===== src/sct_params.svh =====
// timing counts and constants of the slow-clock timer block
`ifndef SCT_PARAMS_SVH
`define SCT_PARAMS_SVH
`define SCT_SLOW_CLK_HZ     32000
`define SCT_AUTORESUME_CYC  918
`define SCT_ID_DEB_CYC      56
`define SCT_ID_MASK_CYC     1136
`define SCT_VBUS_DEB_CYC    459
`define SCT_IDP_ON_CYC      8
`define SCT_VDP_ON_CYC      1792
`define SCT_HICRNT_CYC      1792
`define SCT_DCD_CYC         89400
`define SCT_WKB_CYC         53084160
`define SCT_VDM_DEB_CYC     760
`define SCT_SERX_DEB_CYC    1520
`define SCT_ACA_DEB_CYC     1520
`define SCT_ACA_SETUP_CYC   2300
`define SCT_RXCMD_ID_BIT    6
`define SCT_CNT_W           26
`endif


===== src/sct_pkg.sv =====
// types of the slow-clock timer block
package sct_pkg;
	typedef enum logic [1:0] {SCT_OFF, SCT_STANDARD, SCT_CHARGER} sct_pwr_t;
endpackage : sct_pkg


===== src/sct_counter.sv =====
// generic debounce or one-shot counter on the slow clock
`include "sct_params.svh"
module sct_counter #(
	parameter int               W     = `SCT_CNT_W,
	parameter logic [W-1:0]     LIMIT = W'(1),
	parameter bit               DEB   = 1'b0
) (
	input  wire logic           clk,
	input  wire logic           rst_n,
	input  wire logic           adv,
	input  wire logic           in,
	input  wire logic           start,
	output logic                flag,
	output logic                pulse
);
	logic [W-1:0] cnt;
	logic [W-1:0] next_cnt;
	logic         run;
	logic         next_run;
	logic         next_flag;
	logic         next_pulse;

	// adv is the slow tick: both modes count slow cycles, never fast ones
	always_comb begin
		next_cnt   = cnt;
		next_run   = run;
		next_flag  = flag;
		next_pulse = 1'b0;
		if (DEB) begin
			if (adv) begin
				if (in == flag) begin
					next_cnt = '0;
				end else if (cnt == LIMIT - W'(1)) begin
					next_cnt  = '0;
					next_flag = in;
				end else begin
					next_cnt = cnt + W'(1);
				end
			end
		end else begin
			if (start) begin
				next_run = 1'b1;
				next_cnt = '0;
			end else if (run && adv) begin
				if (cnt == LIMIT - W'(1)) begin
					next_run   = 1'b0;
					next_pulse = 1'b1;
				end else begin
					next_cnt = cnt + W'(1);
				end
			end
			next_flag = next_run;
		end
	end

	always_ff @(posedge clk or negedge rst_n) begin
		if (!rst_n) begin
			cnt   <= '0;
			run   <= 1'b0;
			flag  <= 1'b0;
			pulse <= 1'b0;
		end else begin
			cnt   <= next_cnt;
			run   <= next_run;
			flag  <= next_flag;
			pulse <= next_pulse;
		end
	end
endmodule : sct_counter


===== src/sct_timers.sv =====
// slow-clock timers, debouncers, power-up mode and clock direction
// ************************************************************
// How it works
// - all timer and debounce counts advance on the free-running 32 kHz slow clock input.
// - autoresume watchdog expires after 918 slow cycles.
// - id change accepted after 56 stable cycles, inside 48 to 64.
// - id_line_pullup_enable or weak pullup enable masks id detection 1136 cycles.
// - during mask, receive command bit 6 reports id grounded.
// - weak select picks weak id_line_pullup_enable, else normal pullup.
// - vbus presence debounced over 459 cycles.
// - dp current source on for 8 cycles.
// - dp voltage source on for 1792 cycles per step.
// - wait 1792 cycles after source off before high current.
// - data contact detect times out after 89400 cycles.
// - weak battery connect counter counts 53084160 cycles.
// - voltage source comparator debounced over 760 cycles.
// - dp and dm single-ended receivers each debounced over 1520 cycles.
// - three aca id comparators debounced over 1520 cycles.
// - ulpi clock pin is an input out of reset.
// - reference clock activity turns ulpi clock pin into output.
// - standard power-up only with cs high, cs_n low, supplies valid.
// - vbus with chip unselected, charge enable pin low and battery good starts charger detection.
// - 3.3 V regulator on whenever chip is enabled.
// - reference frequency 19.2 or 26 MHz chosen by config pin.
// - after standard power-up and pll lock, direction is deasserted.
// - charger power-up keeps internal reset asserted and pll off.
// ************************************************************
`include "sct_params.svh"
module sct_timers #(
	parameter int              W          = `SCT_CNT_W,
	parameter logic [W-1:0]    WKB_CYC    = W'(`SCT_WKB_CYC),
	parameter logic [W-1:0]    DCD_CYC    = W'(`SCT_DCD_CYC),
	parameter int              REF_ACT_W  = 4
) (
	input  wire logic          MCLK_I,
	input  wire logic          RSTN_I,
	input  wire logic          SLOW_CLOCK_I,
	input  wire logic          CS_I,
	input  wire logic          CS_N_I,
	input  wire logic          VBAT_OK_I,
	input  wire logic          VIO_OK_I,
	input  wire logic          VBUS_I,
	input  wire logic          CHRG_EN_N_I,
	input  wire logic          PLL_LOCK_I,
	input  wire logic          REF_CLOCK_IN_I,
	input  wire logic          FREQ_SEL_I,
	input  wire logic          ID_I,
	input  wire logic          ID_LINE_PULLUP_ENABLE_I,
	input  wire logic          ID_WEAK_PULLUP_SELECT_I,
	input  wire logic          ID_WEAK_PULLUP_ENABLE_I,
	input  wire logic          AUTORESUME_START_I,
	input  wire logic          IDP_START_I,
	input  wire logic          VDP_START_I,
	input  wire logic          HICRNT_START_I,
	input  wire logic          DCD_START_I,
	input  wire logic          WKB_START_I,
	input  wire logic          ACA_START_I,
	input  wire logic          VDM_CMP_I,
	input  wire logic          SERX_DP_I,
	input  wire logic          SERX_DM_I,
	input  wire logic [2:0]    ACA_ID_CMP_I,
	output logic               AUTORESUME_TIMEOUT_O,
	output logic               ID_DEBOUNCED_O,
	output logic               RXCMD_ID_O,
	output logic               ID_MASK_ACTIVE_O,
	output logic               ID_LINE_PULLUP_ENABLE_NORMAL_O,
	output logic               ID_LINE_PULLUP_ENABLE_WEAK_O,
	output logic               VBUS_DEBOUNCED_O,
	output logic               IDP_SRC_ON_O,
	output logic               VDP_SRC_ON_O,
	output logic               HICRNT_READY_O,
	output logic               DCD_TIMEOUT_O,
	output logic               WEAK_BATTERY_CONNECT_O,
	output logic               VOLTAGE_SOURCE_CMP_DEBOUNCED_O,
	output logic               DP_SINGLE_ENDED_DEBOUNCED_O,
	output logic               DM_SINGLE_ENDED_DEBOUNCED_O,
	output logic [2:0]         ACA_ID_CMP_DEBOUNCED_O,
	output logic               ACA_SETUP_DONE_O,
	output logic               ULPI_CLK_OE_O,
	output logic               REF_FREQ_26M_O,
	output logic               THREE_VOLT_REGULATOR_ON_O,
	output logic               PLL_ENABLE_O,
	output logic               INTERNAL_RESET_N_O,
	output logic               DIR_O,
	output logic               CHARGER_FSM_ENABLE_O
);
	// ************************************************************
	// slow clock edge detect
	// ************************************************************
	logic slow_s1, slow_s2, slow_d;
	logic next_slow_s1, next_slow_s2, next_slow_d;
	logic tick;
	assign tick = slow_s2 & ~slow_d;
	always_comb begin
		next_slow_s1 = SLOW_CLOCK_I;
		next_slow_s2 = slow_s1;
		next_slow_d  = slow_s2;
	end
	always_ff @(posedge MCLK_I or negedge RSTN_I) begin
		if (!RSTN_I) begin
			slow_s1 <= 1'b0;
			slow_s2 <= 1'b0;
			slow_d  <= 1'b0;
		end else begin
			slow_s1 <= next_slow_s1;
			slow_s2 <= next_slow_s2;
			slow_d  <= next_slow_d;
		end
	end

	// ************************************************************
	// start requests held until the next slow tick
	// ************************************************************
	localparam int NS = 8;
	logic [NS-1:0] req, next_req, go;
	logic          pu_rise;
	logic [NS-1:0] ev;
	assign ev = {pu_rise, ACA_START_I, WKB_START_I, DCD_START_I, HICRNT_START_I,
		VDP_START_I, IDP_START_I, AUTORESUME_START_I};
	assign go = tick ? (req | ev) : '0;
	always_comb begin
		next_req = tick ? '0 : (req | ev);
	end
	always_ff @(posedge MCLK_I or negedge RSTN_I) begin
		if (!RSTN_I) begin
			req <= '0;
		end else begin
			req <= next_req;
		end
	end

	// ************************************************************
	// timer and debounce instances on the slow tick
	// ************************************************************
	localparam int NT = 8;
	logic [NT-1:0] t_flag, t_pulse;
	logic [6:0]    d_flag;
	logic [6:0]    d_in;
	logic          pu_en, pu_en_d;
	assign pu_en   = ID_LINE_PULLUP_ENABLE_I | ID_WEAK_PULLUP_ENABLE_I;
	assign pu_rise = pu_en & ~pu_en_d;
	assign d_in    = {ACA_ID_CMP_I, SERX_DM_I, SERX_DP_I, VDM_CMP_I, VBUS_I};

	sct_counter #(.W(W), .LIMIT(W'(`SCT_AUTORESUME_CYC))) u_ares (.clk(MCLK_I),
		.rst_n(RSTN_I), .adv(tick), .in(1'b0), .start(go[0]), .flag(t_flag[0]), .pulse(t_pulse[0]));
	sct_counter #(.W(W), .LIMIT(W'(`SCT_IDP_ON_CYC))) u_idp (.clk(MCLK_I),
		.rst_n(RSTN_I), .adv(tick), .in(1'b0), .start(go[1]), .flag(t_flag[1]), .pulse(t_pulse[1]));
	sct_counter #(.W(W), .LIMIT(W'(`SCT_VDP_ON_CYC))) u_vdp (.clk(MCLK_I),
		.rst_n(RSTN_I), .adv(tick), .in(1'b0), .start(go[2]), .flag(t_flag[2]), .pulse(t_pulse[2]));
	sct_counter #(.W(W), .LIMIT(W'(`SCT_HICRNT_CYC))) u_hic (.clk(MCLK_I),
		.rst_n(RSTN_I), .adv(tick), .in(1'b0), .start(go[3]), .flag(t_flag[3]), .pulse(t_pulse[3]));
	sct_counter #(.W(W), .LIMIT(DCD_CYC)) u_dcd (.clk(MCLK_I),
		.rst_n(RSTN_I), .adv(tick), .in(1'b0), .start(go[4]), .flag(t_flag[4]), .pulse(t_pulse[4]));
	sct_counter #(.W(W), .LIMIT(WKB_CYC)) u_wkb (.clk(MCLK_I),
		.rst_n(RSTN_I), .adv(tick), .in(1'b0), .start(go[5]), .flag(t_flag[5]), .pulse(t_pulse[5]));
	sct_counter #(.W(W), .LIMIT(W'(`SCT_ACA_SETUP_CYC))) u_aca (.clk(MCLK_I),
		.rst_n(RSTN_I), .adv(tick), .in(1'b0), .start(go[6]), .flag(t_flag[6]), .pulse(t_pulse[6]));
	sct_counter #(.W(W), .LIMIT(W'(`SCT_ID_MASK_CYC))) u_mask (.clk(MCLK_I),
		.rst_n(RSTN_I), .adv(tick), .in(1'b0), .start(go[7]), .flag(t_flag[7]), .pulse(t_pulse[7]));

	// debouncers count slow ticks: the sampled input only moves on a tick
	logic [6:0] d_smp, next_d_smp;
	logic       id_smp, next_id_smp, id_deb;
	always_comb begin
		next_d_smp  = tick ? d_in : d_smp;
		next_id_smp = tick ? ID_I : id_smp;
	end
	genvar g;
	generate
		for (g = 0; g < 7; g++) begin : g_deb
			localparam logic [W-1:0] LIM = (g == 0) ? W'(`SCT_VBUS_DEB_CYC) :
				(g == 1) ? W'(`SCT_VDM_DEB_CYC) :
				(g <= 3) ? W'(`SCT_SERX_DEB_CYC) : W'(`SCT_ACA_DEB_CYC);
			sct_counter #(.W(W), .LIMIT(LIM), .DEB(1'b1)) u_deb (.clk(MCLK_I),
				.rst_n(RSTN_I), .adv(tick), .in(d_smp[g]), .start(1'b0),
				.flag(d_flag[g]), .pulse());
		end
	endgenerate
	sct_counter #(.W(W), .LIMIT(W'(`SCT_ID_DEB_CYC)), .DEB(1'b1)) u_iddeb (.clk(MCLK_I),
		.rst_n(RSTN_I), .adv(tick), .in(id_smp), .start(1'b0),
		.flag(id_deb), .pulse());

	// ************************************************************
	// power-up mode and clock direction
	// ************************************************************
	sct_pkg::sct_pwr_t pwr, next_pwr;
	logic ref_s1, ref_s2, ref_d;
	logic [REF_ACT_W-1:0] ref_edges, next_ref_edges;
	logic clk_oe, next_clk_oe;
	logic std_ok, chg_ok;
	assign std_ok = CS_I & ~CS_N_I & VBAT_OK_I & VIO_OK_I;
	assign chg_ok = ~(CS_I & ~CS_N_I) & VBUS_I & ~CHRG_EN_N_I & VBAT_OK_I;
	always_comb begin
		next_pwr = pwr;
		case (pwr)
			sct_pkg::SCT_OFF: begin
				if (std_ok) next_pwr = sct_pkg::SCT_STANDARD;
				else if (chg_ok) next_pwr = sct_pkg::SCT_CHARGER;
			end
			sct_pkg::SCT_STANDARD: begin
				if (!std_ok) next_pwr = sct_pkg::SCT_OFF;
			end
			sct_pkg::SCT_CHARGER: begin
				if (std_ok) next_pwr = sct_pkg::SCT_STANDARD;
				else if (!chg_ok) next_pwr = sct_pkg::SCT_OFF;
			end
			default: next_pwr = sct_pkg::SCT_OFF;
		endcase
		next_ref_edges = ref_edges;
		next_clk_oe    = clk_oe;
		if (ref_s2 & ~ref_d & ~(&ref_edges)) begin
			next_ref_edges = ref_edges + REF_ACT_W'(1);
		end
		if (&ref_edges) begin
			next_clk_oe = 1'b1;
		end
	end
	always_ff @(posedge MCLK_I or negedge RSTN_I) begin
		if (!RSTN_I) begin
			pwr       <= sct_pkg::SCT_OFF;
			ref_s1    <= 1'b0;
			ref_s2    <= 1'b0;
			ref_d     <= 1'b0;
			ref_edges <= '0;
			clk_oe    <= 1'b0;
			pu_en_d   <= 1'b0;
			d_smp     <= '0;
			id_smp    <= 1'b0;
		end else begin
			pwr       <= next_pwr;
			ref_s1    <= REF_CLOCK_IN_I;
			ref_s2    <= ref_s1;
			ref_d     <= ref_s2;
			ref_edges <= next_ref_edges;
			clk_oe    <= next_clk_oe;
			pu_en_d   <= pu_en;
			d_smp     <= next_d_smp;
			id_smp    <= next_id_smp;
		end
	end

	// ************************************************************
	// output registers
	// ************************************************************
	always_ff @(posedge MCLK_I or negedge RSTN_I) begin
		if (!RSTN_I) begin
			AUTORESUME_TIMEOUT_O           <= 1'b0;
			ID_DEBOUNCED_O                 <= 1'b0;
			RXCMD_ID_O                     <= 1'b0;
			ID_MASK_ACTIVE_O               <= 1'b0;
			ID_LINE_PULLUP_ENABLE_NORMAL_O             <= 1'b0;
			ID_LINE_PULLUP_ENABLE_WEAK_O               <= 1'b0;
			VBUS_DEBOUNCED_O               <= 1'b0;
			IDP_SRC_ON_O                   <= 1'b0;
			VDP_SRC_ON_O                   <= 1'b0;
			HICRNT_READY_O                 <= 1'b0;
			DCD_TIMEOUT_O                  <= 1'b0;
			WEAK_BATTERY_CONNECT_O         <= 1'b0;
			VOLTAGE_SOURCE_CMP_DEBOUNCED_O <= 1'b0;
			DP_SINGLE_ENDED_DEBOUNCED_O    <= 1'b0;
			DM_SINGLE_ENDED_DEBOUNCED_O    <= 1'b0;
			ACA_ID_CMP_DEBOUNCED_O         <= '0;
			ACA_SETUP_DONE_O               <= 1'b0;
			ULPI_CLK_OE_O                  <= 1'b0;
			REF_FREQ_26M_O                 <= 1'b0;
			THREE_VOLT_REGULATOR_ON_O                    <= 1'b0;
			PLL_ENABLE_O                   <= 1'b0;
			INTERNAL_RESET_N_O             <= 1'b0;
			DIR_O                          <= 1'b1;
			CHARGER_FSM_ENABLE_O           <= 1'b0;
		end else begin
			AUTORESUME_TIMEOUT_O           <= t_pulse[0];
			ID_DEBOUNCED_O                 <= id_deb;
			RXCMD_ID_O                     <= t_flag[7] ? 1'b0 : id_deb;
			ID_MASK_ACTIVE_O               <= t_flag[7];
			ID_LINE_PULLUP_ENABLE_NORMAL_O             <= ID_LINE_PULLUP_ENABLE_I & ~ID_WEAK_PULLUP_SELECT_I;
			ID_LINE_PULLUP_ENABLE_WEAK_O               <= ID_LINE_PULLUP_ENABLE_I & ID_WEAK_PULLUP_SELECT_I;
			VBUS_DEBOUNCED_O               <= d_flag[0];
			IDP_SRC_ON_O                   <= t_flag[1];
			VDP_SRC_ON_O                   <= t_flag[2];
			HICRNT_READY_O                 <= t_pulse[3];
			DCD_TIMEOUT_O                  <= t_pulse[4];
			WEAK_BATTERY_CONNECT_O         <= t_pulse[5];
			VOLTAGE_SOURCE_CMP_DEBOUNCED_O <= d_flag[1];
			DP_SINGLE_ENDED_DEBOUNCED_O    <= d_flag[2];
			DM_SINGLE_ENDED_DEBOUNCED_O    <= d_flag[3];
			ACA_ID_CMP_DEBOUNCED_O         <= d_flag[6:4];
			ACA_SETUP_DONE_O               <= t_pulse[6];
			ULPI_CLK_OE_O                  <= clk_oe;
			REF_FREQ_26M_O                 <= FREQ_SEL_I;
			THREE_VOLT_REGULATOR_ON_O                    <= (pwr != sct_pkg::SCT_OFF);
			PLL_ENABLE_O                   <= (pwr == sct_pkg::SCT_STANDARD);
			INTERNAL_RESET_N_O             <= (pwr == sct_pkg::SCT_STANDARD);
			DIR_O                          <= ~((pwr == sct_pkg::SCT_STANDARD) & PLL_LOCK_I);
			CHARGER_FSM_ENABLE_O           <= (pwr == sct_pkg::SCT_CHARGER);
		end
	end
endmodule : sct_timers


===== config.mk =====
export PLATFORM = sky130hd
export DESIGN_NAME = sct_timers
export DESIGN_NICKNAME = d
export VERILOG_FILES = /design/src/sct_pkg.sv /design/src/sct_counter.sv /design/src/sct_timers.sv
export VERILOG_INCLUDE_DIRS = /design/src
export SDC_FILE = /design/constraint.sdc
export NUM_CORES = 1
export LEC_CHECK = 0
export BUFFER_PORTS_ARGS = -buffer_cell sky130_fd_sc_hd__buf_2
export CAP_MARGIN = 15
export CORE_MARGIN = 2
export CORE_UTILIZATION = 56
export CTS_CLUSTER_SIZE = 12
export DETAILED_ROUTE_END_ITERATION = 12
export PLACE_DENSITY = 0.68
export SLEW_MARGIN = 40
export SYNTH_ARGS = -nofsm -noshare
export SYNTH_HDL_FRONTEND = slang
export SYNTH_SLANG_ARGS = --single-unit

===== constraint.sdc =====
create_clock -name MCLK_I -period 3 [get_ports MCLK_I]
set_input_delay 0.15 -clock MCLK_I [delete_from_list [all_inputs] [get_ports MCLK_I]]
set_output_delay 0.15 -clock MCLK_I [all_outputs]
set_load 0.05 [all_outputs]

# After elaboration in Yosys (flattened, before gate mapping)
# Cells that the tools add are included.
totals:
  register_bits: 492
  in_bits: 29
op_classes:
  n_addsub: 17
  eq_ne: 37
  n_mux: 88
  bitwise_logic: 32
  reduce_logical: 52
ops:
  columns: ["cell", "count"]
  rows:
  - ["$mux W26", 40]
  - ["$add A26 B1 Y26 const B", 16]
  - ["$eq A26 B11 Y1 const B", 8]
  - ["$eq A26 B10 Y1 const B", 2]
  - ["$mux W1", 40]
  - ["$reduce_bool A2 Y1", 17]
  - ["$reduce_and A2 Y1", 16]
  - ["$reduce_and A3 Y1", 9]
  - ["$eq A26 B12 Y1 const B", 1]
  - ["$eq A26 B17 Y1 const B", 1]
  - ["$eq A26 B26 Y1 const B", 1]
  - ["$eq A26 B3 Y1 const B", 1]
  - ["$eq A26 B6 Y1 const B", 1]
  - ["$eq A26 B9 Y1 const B", 1]
  - ["$ne A2 B2 Y1 const B", 9]
  - ["$not A1 Y1", 17]
  - ["$mux W8", 2]
  - ["$and A1 B1 Y1", 13]
  - ["$mux W2", 5]
  - ["$eq A1 B1 Y1", 8]
  - ["$logic_and A1 B1 Y1", 8]
  - ["$or A8 B8 Y8", 1]
  - ["$ne A3 B3 Y1 const B", 2]
  - ["$pmux W2 S3", 1]
  - ["other kinds (6)", 6]

# Longest topological paths before layout
# Gate-level depths: netlist of run 1.
logic_depth:
  ltp_word: 9
  depth_mapped: 8
  depth_no_buf: 7

# Hierarchy
# A second synthesis of run 1 with hierarchy kept.
unflattened:
  hier_cells: 2876
  area_unflattened_um2: 27313.7
modules_own_cells:
  columns: ["mod", "instances", "cells_per_inst", "area_each_um2", "seq_area_each_um2"]
  rows:
  - ["sct_counter at g_deb[2].u_deb ...", 5, 168, 1572.8, 675.6]
  - ["sct_counter at u_hic ...", 2, 187, 1749.2, 700.7]
  - ["sct_timers", 1, 137, 1790.5, 1377.6]
  - ["sct_counter at u_dcd", 1, 181, 1679.1, 700.7]
  - ["sct_counter at g_deb[0].u_deb", 1, 182, 1656.6, 675.6]
  - ["sct_counter at g_deb[1].u_deb", 1, 171, 1582.8, 675.6]
  - ["sct_counter at u_ares", 1, 169, 1579.0, 700.7]
  - ["sct_counter at u_iddeb", 1, 172, 1570.3, 675.6]
  - ["sct_counter at u_mask", 1, 175, 1567.8, 700.7]
  - ["sct_counter at u_idp", 1, 162, 1560.2, 700.7]
  - ["sct_counter at u_aca", 1, 163, 1524.0, 700.7]
  - ["sct_counter at u_wkb", 1, 150, 1441.4, 700.7]

# Least setup slack after synthesis of run 1
# No wires, ideal clock.
synth_timing:
  kind: "reg2reg"
  start: "register u_dcd.cnt[21]"
  end: "register u_dcd.cnt[1]"
  setup_ns: 0.131
  arrival_ns: 2.088
  required_time_ns: 2.869
  setup_slack_ns: 0.782
  stages_incl_launch_ff: 7
  n_path_buf: 1
  period_less_slack_ns: 2.218
  path_cell_list: "dfrtp_1 or4b_1 or4_1 buf_6 o21ai_4 mux2i_1 nor2_2"
synth_between:
  elab_chain_cells: 3
synth_rtl:
  columns: ["element", "line_no", "rtl"]
  rows:
  - ["start, declared", "sct_counter.sv:16", "logic [W-1:0] cnt;"]
  - ["start signal, assigned", "sct_counter.sv:63", "cnt <= next_cnt;"]
  - ["$eq A26 B17 Y1", "sct_counter.sv:45", "if (cnt == LIMIT - W'(1)) begin"]
  - ["$ne A2 B2 Y1 (no line)", null, null]
  - ["$reduce_and A2 Y1 (no line)", null, null]
# No other way between the ends.
# A chain may end at the register's enable or synchronous reset.

# Worst setup path in the final report of run 1
layout_timing:
  start: "register g_deb[4].u_deb.cnt[0]"
  end: "register g_deb[4].u_deb.cnt[25]"
layout_between:
  elab_chain_cells: 3
  word_cells_on_any_way: 4
  classes_between: "add/sub: 1; eq/ne: 1; mux: 2"
layout_rtl:
  columns: ["element", "line_no", "rtl"]
  rows:
  - ["start, declared", "sct_counter.sv:16", null]
  - ["start signal, assigned", "sct_counter.sv:63", null]
  - ["$add A26 B1 Y26 or $eq A26 B11 Y1 (tied branches)", "sct_counter.sv:37, sct_counter.sv:33", null]
  - ["$mux W26 (*)", "sct_counter.sv:33", "end else if (cnt == LIMIT - W'(1)) begin"]
  - ["$mux W26 (*)", "sct_counter.sv:31", "if (in == flag) begin"]
# Mark *: on every way between the ends. The rest lies on a longest branch, timed or not.

==> out/qor.csv, run 1 <==
metric,value,unit
synth_flop_cell,dfrtp_1,
yosysMostFrequentCell,dfrtp_1,
synth_top_area_share,48.4,%
drc,0,
synthTopCellsByCount,"dfrtp_1 (491), nand2_1 (291), nor2_1 (275), nand3_1 (201), a21oi_1 (135)",
fin_crit_sh,88.9,%
wl,57400,um
numCtsBuffers,54,
netlist_area,0.0254,mm2
clk_latency,0.60,ns
seq_area,0.0123,mm2
clkSlewWorstSetupHoldPaths,0.06,ns
cp-startpoint,g_deb[4].u_deb.cnt[0],
synthMuxAreaShare,1.20,%
dr_wl_met2,26900,um
yosysUniqueCellTypes,74,
grt_overflow,0,
multiInputGateArea,0.0124,mm2
dpl_cell_area,0.0266,mm2
required,3.53,ns
grt_pass1_wl,99500,um
status,finished clean,
fillerInstances,3721,
met3WireLength,2300,um
critical_path.max_fanout,12,
num_vias,21400,
fp.dieH,217,um
r2r_start,g_deb[4].u_deb.cnt[0],
hold_violations,0,
powerDensity,508,mW/mm2
fin_area,0.0287,mm2
relSlewSlack,39.3,%
crit_path_end_kind,flip-flop,
drt-initial-drc-count,1600,
post_drt_wl_per_cell,16.4,um
cts-resized-gates,0,
start_util,56.3,%
tightest_slew,0.901,ns
finClkSkew,0.0136,ns
fmax,375,MHz
final_max_slew_viol_count,0,
synth_seq_area_share,48.5,%
ant_nets,0,
crit_chain,ha_1 -> and3_1 -> and4_1 -> a211oi_2 -> buf_4 -> or3b_2 -> nand3_1,
cap_violations,0,
yosysTopAreaCell,dfrtp_1,
critPathTopFamily,simple AND/OR/NAND/NOR gates,
path_depth,7,
die_w,217,um
cpPeakStageDelay,0.64,ns
reg2regPathDepth,7,
timing.setup.tns,0,ns
setup_viol,0,
synth_area_leaders,"dfrtp_1 (48%), nand2_1 (4.3%), nor2_1 (4.1%)",
nets,2910,
synth_xor_area_share,6.14,%
hold_path.class,in2async,
n_antenna_cell,0,
post-place-cells,3373,
io_buffers,54,
path_class,reg2reg,
clk_path_buf_depth,3,
r2r_slack,0.33,ns
cp_num_buf_inv,1,
gr-usage-all-layers,24.8,%
cts_sinks,492,
postSynthAreaPerCell,9.15,um2
cts-root-buf,clkbuf_16,
grt_pass1_vias,20700,
antenna_found_initial,1,
synth_compound_area_share,12.2,%
met1Wirelength,27100,um
gp_congestion,0.835,
grt_start_max_net_pins,80,
cts_max_level,2,
drt-pass1-iter-count,6,
fin_cells,3500,
synth-seq-cells,492,
holdWs,0.173,ns
synth_cells,2776,
total_power,14.6,mW
finalCriticalPeriod,2.67,ns
avgViaCountPerCell,6.11,
area_growth,12.9,%
core_area,0.0451,mm2
fp-row-count,78,
ios,55,
cts_tree,built,
async_reset_ff_share,100,%
topRoutingLayerUsed,met4,
final_layout_size_suffix_gt1_share,8.72,%
start_kind,flip-flop,
dp_hpwl,37900,um
p_leak,11.9,nW
ys_warn_count,0,
syn_nets,2826,
crit_arrival,3.20,ns
dieArea,0.0471,mm2
synth_top_family_by_area,simple AND/OR/NAND/NOR gates,
synthAdderAreaFrac,1.03,%
synth-edff-count,0,
crit_slowest_cell,a211oi_2,
grt_setup_unrepaired,no,
synth_simple_gate_area_share,28.0,%
ir_drop,0.483,mV
-- through the flow --
step	util, %	worst slack [ns]
detailed placement	59.1	0.400
CTS	63.6	0.379
global route	63.6	0.233
global placement	59.1	0.483
floorplan	-	0.782
finish	63.6	0.334
-- metal layers --
metal / global-route usage, % / vias up
li1: - / 10300
met1: 35.0 / 10500
met2: 40.2 / 397
met3: 3.79 / 89
met4: 6.51 / 0
met5: 0 / -
-- sequential cells by signal, indices dropped and copies added (netlist names), 2 cells and up --
name and count:
pwr 2, g_deb.u_deb.cnt 182, u_ares.cnt 26, u_aca.cnt 26, u_wkb.cnt 26, ACA_ID_CMP_DEBOUNCED_O 3
u_hic.cnt 26, req 8, g_deb.u_deb.flag 7, u_vdp.cnt 26, ref_edges 4, u_iddeb.cnt 26
d_smp 7, u_dcd.cnt 26, u_idp.cnt 26, u_mask.cnt 26
-- logic make-up after synthesis --
family / Yosys count
buffers and inverters: 198
flip-flops: 492
adder cells (fa/ha/maj): 21
AND/OR/NAND/NOR: 1359
XOR/XNOR: 178
AO/OA/AOI/OAI: 499
multiplexers: 29
-- what timing repair did --
item,in CTS,in global routing
setup buffers,0,0
hold endpoints to repair,104,0
hold buffers,30,0
setup endpoints to repair,0,0
-- final cells by class --
cell class                 instances  area share (%)
timing repair buffer             158            4.39
inverter                          68           0.890
multi-input combinational       2086            43.1
clock buffer                      88            5.90
tap                              600            2.62
clock inverter                     8           0.148
sequential                       492            42.9
-- worst paths after layout --
| check | to |
|---|---|
| hold / removal | u_ares.cnt[22] |
| max in group asynchronous | u_iddeb.cnt[25] |
| setup / recovery | g_deb[4].u_deb.cnt[25] |
| min in group MCLK_I | ref_s1 |
| setup reg to reg | g_deb[4].u_deb.cnt[25] |
| hold reg to reg | AUTORESUME_TIMEOUT_O |
-- cell usage in the layout (no fill, tap or decap), types with 68 or more instances in the layout --
cell	synthesis	final
nor4_1	103	103
dfrtp_1	491	491
inv_1	68	68
nand2_1	291	291
o21ai_0	120	120
xnor2_1	106	106
nand4_1	105	105
a31oi_1	79	79
nand3_1	201	201
nor2_1	275	274
a21oi_1	135	134
xor2_1	72	72
-- report_power, final --
group	internal, mW	total, mW	switching (mW)	leakage (nW)
clock network	3.82	6.47	2.65	0.857
logic	0.362	1.03	0.666	4.36
registers	6.84	7.06	0.215	6.71
total	11.0	14.6	3.53	11.9
-- worst register-to-register path, delay by kind of cell, from the launching register on --
family / cells / cell delay [ns]
compound gates: 1 / 0.64
fa+ha+maj: 1 / 0.27
buf+inv: 1 / 0.32
flops: 1 / 0.44
simple gates: 4 / 0.95
(Power assumes the default switching activity.)
==> inputs of run 2 (changes only) <==
REMOVE_ABC_BUFFERS = 1   (was unset)
==> run 2 against run 1 <==
Maximum frequency grew 4.2%. Critical path type unchanged. Clock power grew 3%. Sequential power is essentially flat.
==> out/qor.csv, run 2 (same netlist as run 1, synthesis figures left out) <==
metric,value,unit,change
critPathMostFrequentCell,or4_1,,
cts-resized-gates,0,,unchanged
path_class,reg2reg,,unchanged
cts-root-buf,clkbuf_16,,unchanged
timing.setup.tns,0,ns,unchanged
core_area,0.0451,mm2,unchanged
cts_max_level,2,,unchanged
fp.dieH,217,um,unchanged
dp_hpwl,37100,um,was 37900 um
grt_pass1_wl,98100,um,was 99500 um
hold_violations,0,,unchanged
cts_sinks,492,,unchanged
grt_overflow,0,,unchanged
fillerInstances,3759,,was 3721
layout_common_cells,"dfrtp_1 (490), nand2_1 (291), nor2_1 (275), nand3_1 (201), a21oi_1 (133)",,"was dfrtp_1 (491), nand2_1 (291), nor2_1 (274), nand3_1 (201), a21oi_1 (134)"
layout_setup_ws,0.441,ns,was 0.334 ns
antenna_found_initial,0,,was 1
start_util,56.3,%,unchanged
fp-row-count,78,,unchanged
clk_latency,0.59,ns,was 0.60 ns
regMostFlops,g_deb.u_deb.cnt,,unchanged
p_leak,11.9,nW,about the same
layout_commonest_cell,dfrtp_1,,unchanged
gp_congestion,0.837,,was 0.835
hold_path.class,in2async,,unchanged
die_w,217,um,unchanged
clkSlewWorstSetupHoldPaths,0.06,ns,about the same
crit_slowest_cell,or4_1,,was a211oi_2
dpl_cell_area,0.0265,mm2,was 0.0266 mm2
dp_slack,0.471,ns,was 0.400 ns
cp_num_buf_inv,0,,was 1
final_max_slew_viol_count,0,,unchanged
grt_setup_unrepaired,no,,unchanged
critical_path.max_fanout,11,,was 12
numCtsBuffers,53,,was 54
dieArea,0.0471,mm2,unchanged
drt-initial-drc-count,1396,,was 1600
crit_path_end_kind,flip-flop,,unchanged
powerDensity,514,mW/mm2,was 508 mW/mm2
cap_violations,0,,unchanged
gr-usage-all-layers,24.5,%,was 24.8%
ios,55,,unchanged
setup_viol,0,,unchanged
area_growth,12.6,%,was 12.9%
drc,0,,unchanged
start_kind,flip-flop,,unchanged
wl,57400,um,about the same
relSlewSlack,46.0,%,was 39.3%
nets,2895,,was 2910
grt_pass1_vias,20500,,was 20700
post_drt_wl_per_cell,16.5,um,was 16.4 um
critPathTopFamily,simple AND/OR/NAND/NOR gates,,unchanged
largest_register_ffs,182,,unchanged
ir_drop,0.410,mV,was 0.483 mV
grt_start_max_net_pins,80,,unchanged
final_layout_size_suffix_gt1_share,8.29,%,was 8.72%
crit_chain,or4b_1 -> or4_1 -> o211ai_2 -> or4_1 -> a21oi_2,,was ha_1 -> and3_1 -> and4_1 -> a211oi_2 -> buf_4 -> or3b_2 -> nand3_1
fin_area,0.0286,mm2,was 0.0287 mm2
crit_arrival,3.02,ns,was 3.20 ns
drt-pass1-iter-count,5,,was 6
finalCriticalPeriod,2.56,ns,was 2.67 ns
cpPeakStageDelay,0.74,ns,was 0.64 ns
io_buffers,54,,unchanged
tightest_slew,0.802,ns,was 0.901 ns
finClkSkew,0.0102,ns,was 0.0136 ns
avgViaCountPerCell,6.13,,was 6.11
status,finished clean,,unchanged
fin_crit_sh,85.3,%,was 88.9%
n_antenna_cell,0,,unchanged
required,3.46,ns,was 3.53 ns
fmax,391,MHz,was 375 MHz
clk_path_buf_depth,3,,unchanged
num_vias,21400,,about the same
cts_tree,built,,unchanged
ant_nets,0,,unchanged
## run 2: through the flow
| step | util [%] | hold slack [ns] | cells | power [mW] |
|---|---|---|---|---|
| 6_report | 63.4 | 0.184 | 3482 | 14.7 |
| 5_1_grt | 63.4 | 0.185 | 3482 | 15.3 |
| 3_3_place_gp | 58.8 | 0.213 | 3360 | 8.12 |
| 2_1_floorplan | - | -0.146 | 2646 | 7.69 |
| 3_5_place_dp | 58.9 | 0.220 | 3360 | 8.16 |
| 4_1_cts | 63.4 | 0.159 | 3482 | 14.9 |
## run 2: cell type report
| class | instances | area [um2] | area share [%] |
|---|---|---|---|
| clock inverter | 11 | 185 | 0.647 |
| multi-input combinational | 2086 | 12400 | 43.2 |
| tap | 600 | 751 | 2.62 |
| clock buffer | 81 | 1580 | 5.53 |
| inverter | 68 | 255 | 0.892 |
| sequential | 492 | 12300 | 43.1 |
| timing repair buffer | 144 | 1160 | 4.04 |
## run 2: metal layers
metal  GRT usage [%]  up-vias  routed length [um]
met1            34.0    10500               26800
met2            40.7      439               27200
met3            3.19       80                2390
met4            6.76        0                1040
li1                -    10300                   -
met5               0        -                   0
## run 2: path summary, 6_finish.rpt
| check | from | end | slack [ns] | depth (start not counted) |
|---|---|---|---|---|
| setup / recovery | u_dcd.cnt[21] | u_dcd.cnt[16] | 0.44 | 5 |
| hold / removal | RSTN_I | u_vdp.cnt[24] | 0.18 | 2 |
| setup reg to reg | u_dcd.cnt[21] | u_dcd.cnt[16] | 0.44 | 5 |
| hold reg to reg | u_aca.pulse | ACA_SETUP_DONE_O | 0.35 | 0 |
| max in group asynchronous | RSTN_I | DIR_O | 1.97 | 3 |
| min in group MCLK_I | SLOW_CLOCK_I | next_slow_s2 | 0.20 | 2 |
## run 2: worst reg2reg max path, cell delays in order (launching register included)
cell and delay (ns):
dfrtp_1 0.42, or4b_1 0.53, or4_1 0.74, o211ai_2 0.49
or4_1 0.20, a21oi_2 0.06
## run 2: report_power, final
part	internal (mW)	switching, mW	total, mW
Clock	4.02	2.61	6.64
Sequential	6.84	0.220	7.06
Combinational	0.349	0.658	1.01
Total	11.2	3.49	14.7
## run 2: timing repair
item	in CTS	in global routing
endpoints found under the hold margin	106	0
buffers inserted	0	0
hold buffers	30	0
==> inputs of run 3 (changes only) <==
CTS_BUF_LIST = sky130_fd_sc_hd__clkbuf_16   (was unset)
SYNTH_HIERARCHICAL = 1   (was unset)
==> run 3 against run 2 <==
Register-to-register slack barely moved. Flip-flop and latch count stayed put. Clock skew is 0.0084 ns higher. Final area grew 5.0%. Critical path type is now in2reg. Sequential power is 3.8% higher. Global-route usage increased by 0.12 points. Synthesized area increased by 6.8%. Hold slack worse by 0.12 ns. First-iteration DRC count is 30% higher. Maximum frequency is 6.7% lower. Non-clock buffer count increased by 3. Via count up 7.2%.
==> out/qor.csv, run 3 <==
metric,value,unit,change
status,finished clean,,unchanged
clk_latency,0.61,ns,was 0.59 ns
antenna_found_initial,0,,unchanged
start_util,56.8,%,was 56.3%
p_sw_share,26.0,%,was 23.7%
power_frac_clock,42.6,%,was 45.1%
drt-pass1-iter-count,5,,unchanged
busiest_layer,met2,,unchanged
met3_usage,3.42,%,was 3.19%
reg2regPathDepth,6,,was 5
cap_violations,0,,unchanged
required,3.49,ns,was 3.46 ns
gp_congestion,0.858,,was 0.837
regMostFlops,g_deb.u_deb/cnt,,was g_deb.u_deb.cnt
p_leak,12.2,nW,was 11.9 nW
switching_power,3.94,mW,was 3.49 mW
drc,0,,unchanged
rr_endpoint,u_mask/cnt[19],,was u_dcd.cnt[16]
timing.setup.tns,0,ns,unchanged
hold_path.class,in2async,,unchanged
grt_overflow,0,,unchanged
avgViaCountPerCell,6.40,,was 6.13
postSynthAreaPerCell,9.51,um2,was 9.15 um2
endpoint,u_mask/run,,was u_dcd.cnt[16]
fp.dieH,224,um,was 217 um
clk_path_buf_depth,3,,unchanged
finalCriticalPeriod,2.74,ns,was 2.56 ns
cp-startpoint,ID_LINE_PULLUP_ENABLE_I,,was u_dcd.cnt[21]
setup_viol,0,,unchanged
wl,61000,um,was 57400 um
post-cts-setup-buffers,0,,unchanged
fp-row-count,80,,was 78
cts-root-buf,clkbuf_16,,unchanged
drt-initial-drc-count,1814,,was 1396
clkSlewWorstSetupHoldPaths,0.06,ns,about the same
nets,2972,,was 2895
ir_drop,0.447,mV,was 0.410 mV
numCtsBuffers,55,,was 53
cts_tree,built,,unchanged
path_class,in2reg,,was reg2reg
largest_register_ffs,182,,unchanged
final_layout_size_suffix_gt1_share,11.4,%,was 8.29%
die_w,224,um,was 217 um
grt_setup_unrepaired,no,,unchanged
layout_common_cells,"dfrtp_1 (491), nand2_1 (284), nand3_1 (210), a31oi_1 (176), a21oi_1 (163)",,"was dfrtp_1 (490), nand2_1 (291), nor2_1 (275), nand3_1 (201), a21oi_1 (133)"
fin_crit_sh,91.4,%,was 85.3%
netlist_area,0.0271,mm2,was 0.0254 mm2
use_met1,34.5,%,was 34.0%
dieArea,0.0502,mm2,was 0.0471 mm2
cts_sinks,492,,unchanged
total_power,15.2,mW,was 14.7 mW
ios,55,,unchanged
internal-power,11.2,mW,about the same
finClkSkew,0.0186,ns,was 0.0102 ns
grt_pass1_vias,22000,,was 20500
cts_max_level,2,,unchanged
n_antenna_cell,0,,unchanged
gr-usage-all-layers,24.6,%,was 24.5%
tightest_slew,0.881,ns,was 0.802 ns
fmax,365,MHz,was 391 MHz
pwr-share-comb,9.1,%,was 6.9%
dp_hpwl,39900,um,was 37100 um
layout_commonest_cell,dfrtp_1,,unchanged
pwr-share-seq,48.3,%,was 48.0%
final_max_slew_viol_count,0,,unchanged
crit_arrival,3.24,ns,was 3.02 ns
synth_cells,2854,,was 2776
cts-resized-gates,0,,unchanged
hold_violations,0,,unchanged
ant_nets,0,,unchanged
relSlewSlack,40.7,%,was 46.0%
r2r_start,slow_d,,was u_dcd.cnt[21]
grt_util_met2,40.0,%,was 40.7%
core_area,0.0477,mm2,was 0.0451 mm2
post_drt_wl_per_cell,17.0,um,was 16.5 um
crit_path_end_kind,flip-flop,,unchanged
fillerInstances,3934,,was 3759
powerDensity,505,mW/mm2,was 514 mW/mm2
critical_path.max_fanout,5,,was 11
grt_pass1_wl,106000,um,was 98100 um
start_kind,input pin,,was flip-flop
area_growth,10.7,%,was 12.6%
r2r_slack,0.43,ns,was 0.44 ns
grt_start_max_net_pins,57,,was 80
io_buffers,54,,unchanged
ys_warn_count,6,,was 0
num_vias,22900,,was 21400
run 3: cell count changes in the layout (fill, tap and decap cells not counted), moves of 17 or more:
| cell | change |
|---|---|
| a21oi_1 | +30 |
| a31oi_1 | +97 |
| a41oi_1 | +22 |
| and3_1 | +24 |
| clkinv_1 | +18 |
| nand2b_1 | +32 |
| nor2_1 | -115 |
| nor2b_1 | +20 |
| o21ai_0 | -35 |
| or3_1 | -33 |
| or4_1 | +17 |
| xnor2_1 | -64 |
| xor2_1 | -30 |
run 3: critical path, cell delays in order:
cell and delay (ns):
dlygate4sd3_1 0.54, buf_2 0.13, or2_2 0.26, dlygate4sd3_1 0.58
a21oi_1 0.22, nor2_1 0.08, or4_1 0.52, or4_4 0.58
o22a_1 0.17
run 3: worst min-delay path by stage:
| stage | startpoint | to | slack (ns) | cells past startpoint |
|---|---|---|---|---|
| after floorplan | RSTN_I | ACA_ID_CMP_DEBOUNCED_O[0] | -0.15 | 0 |
| after global placement | FREQ_SEL_I | REF_FREQ_26M_O | 0.26 | 1 |
| after detailed placement | RSTN_I | CHARGER_FSM_ENABLE_O | 0.11 | 1 |
| after CTS | RSTN_I | CHARGER_FSM_ENABLE_O | 0.06 | 2 |
| after global routing | RSTN_I | THREE_VOLT_REGULATOR_ON_O | 0.09 | 2 |
| final | RSTN_I | THREE_VOLT_REGULATOR_ON_O | 0.06 | 2 |
run 3: repair_timing:
action / 4_1_cts / 5_1_grt
setup endpoints to repair: 0 / 0
endpoints found under the hold margin: 188 / 0
hold buffers: 29 / 0
run 3: metrics by stage:
stage | instance area [um2] | std cells | util (%) | hold slack (ns) | setup WS, ns
4_1_cts | 30000 | 3577 | 62.9 | 0.0592 | 0.271
5_1_grt | 30000 | 3577 | 62.9 | 0.0872 | 0.0442
2_1_floorplan | 26300 | 2715 | - | -0.146 | -0.681
3_3_place_gp | 28000 | 3447 | 58.6 | 0.260 | 0.533
3_5_place_dp | 28000 | 3448 | 58.7 | 0.108 | 0.434
6_report | 30000 | 3577 | 62.9 | 0.0619 | 0.257
run 3: area by class of cell:
cell class	count	area [um2]	share of cell area, %
sequential	492	12300	41.0
multi-input combinational	2162	13800	46.0
inverter	61	236	0.787
tap	615	769	2.56
clock buffer	57	1430	4.75
clock inverter	43	283	0.942
timing repair buffer	147	1180	3.94
run 3: per-layer routing:
metal  part of all wire [%]  up-vias  wire length [um]
met4                    2.0        0              1200
met2                     47      515             28900
met5                      0        -                 0
li1                       -    11000                 -
met3                    4.6       98              2810
met1                     46    11200             28100
run 3: power by group through the flow:
stage	logic (mW)	clock network, mW	registers (mW)
after floorplan	0.860	0	7.38
after global placement	1.31	0	7.42
after detailed placement	1.36	0	7.44
after CTS	1.40	6.64	7.32
after global routing	1.56	6.91	7.38
final	1.38	6.46	7.33
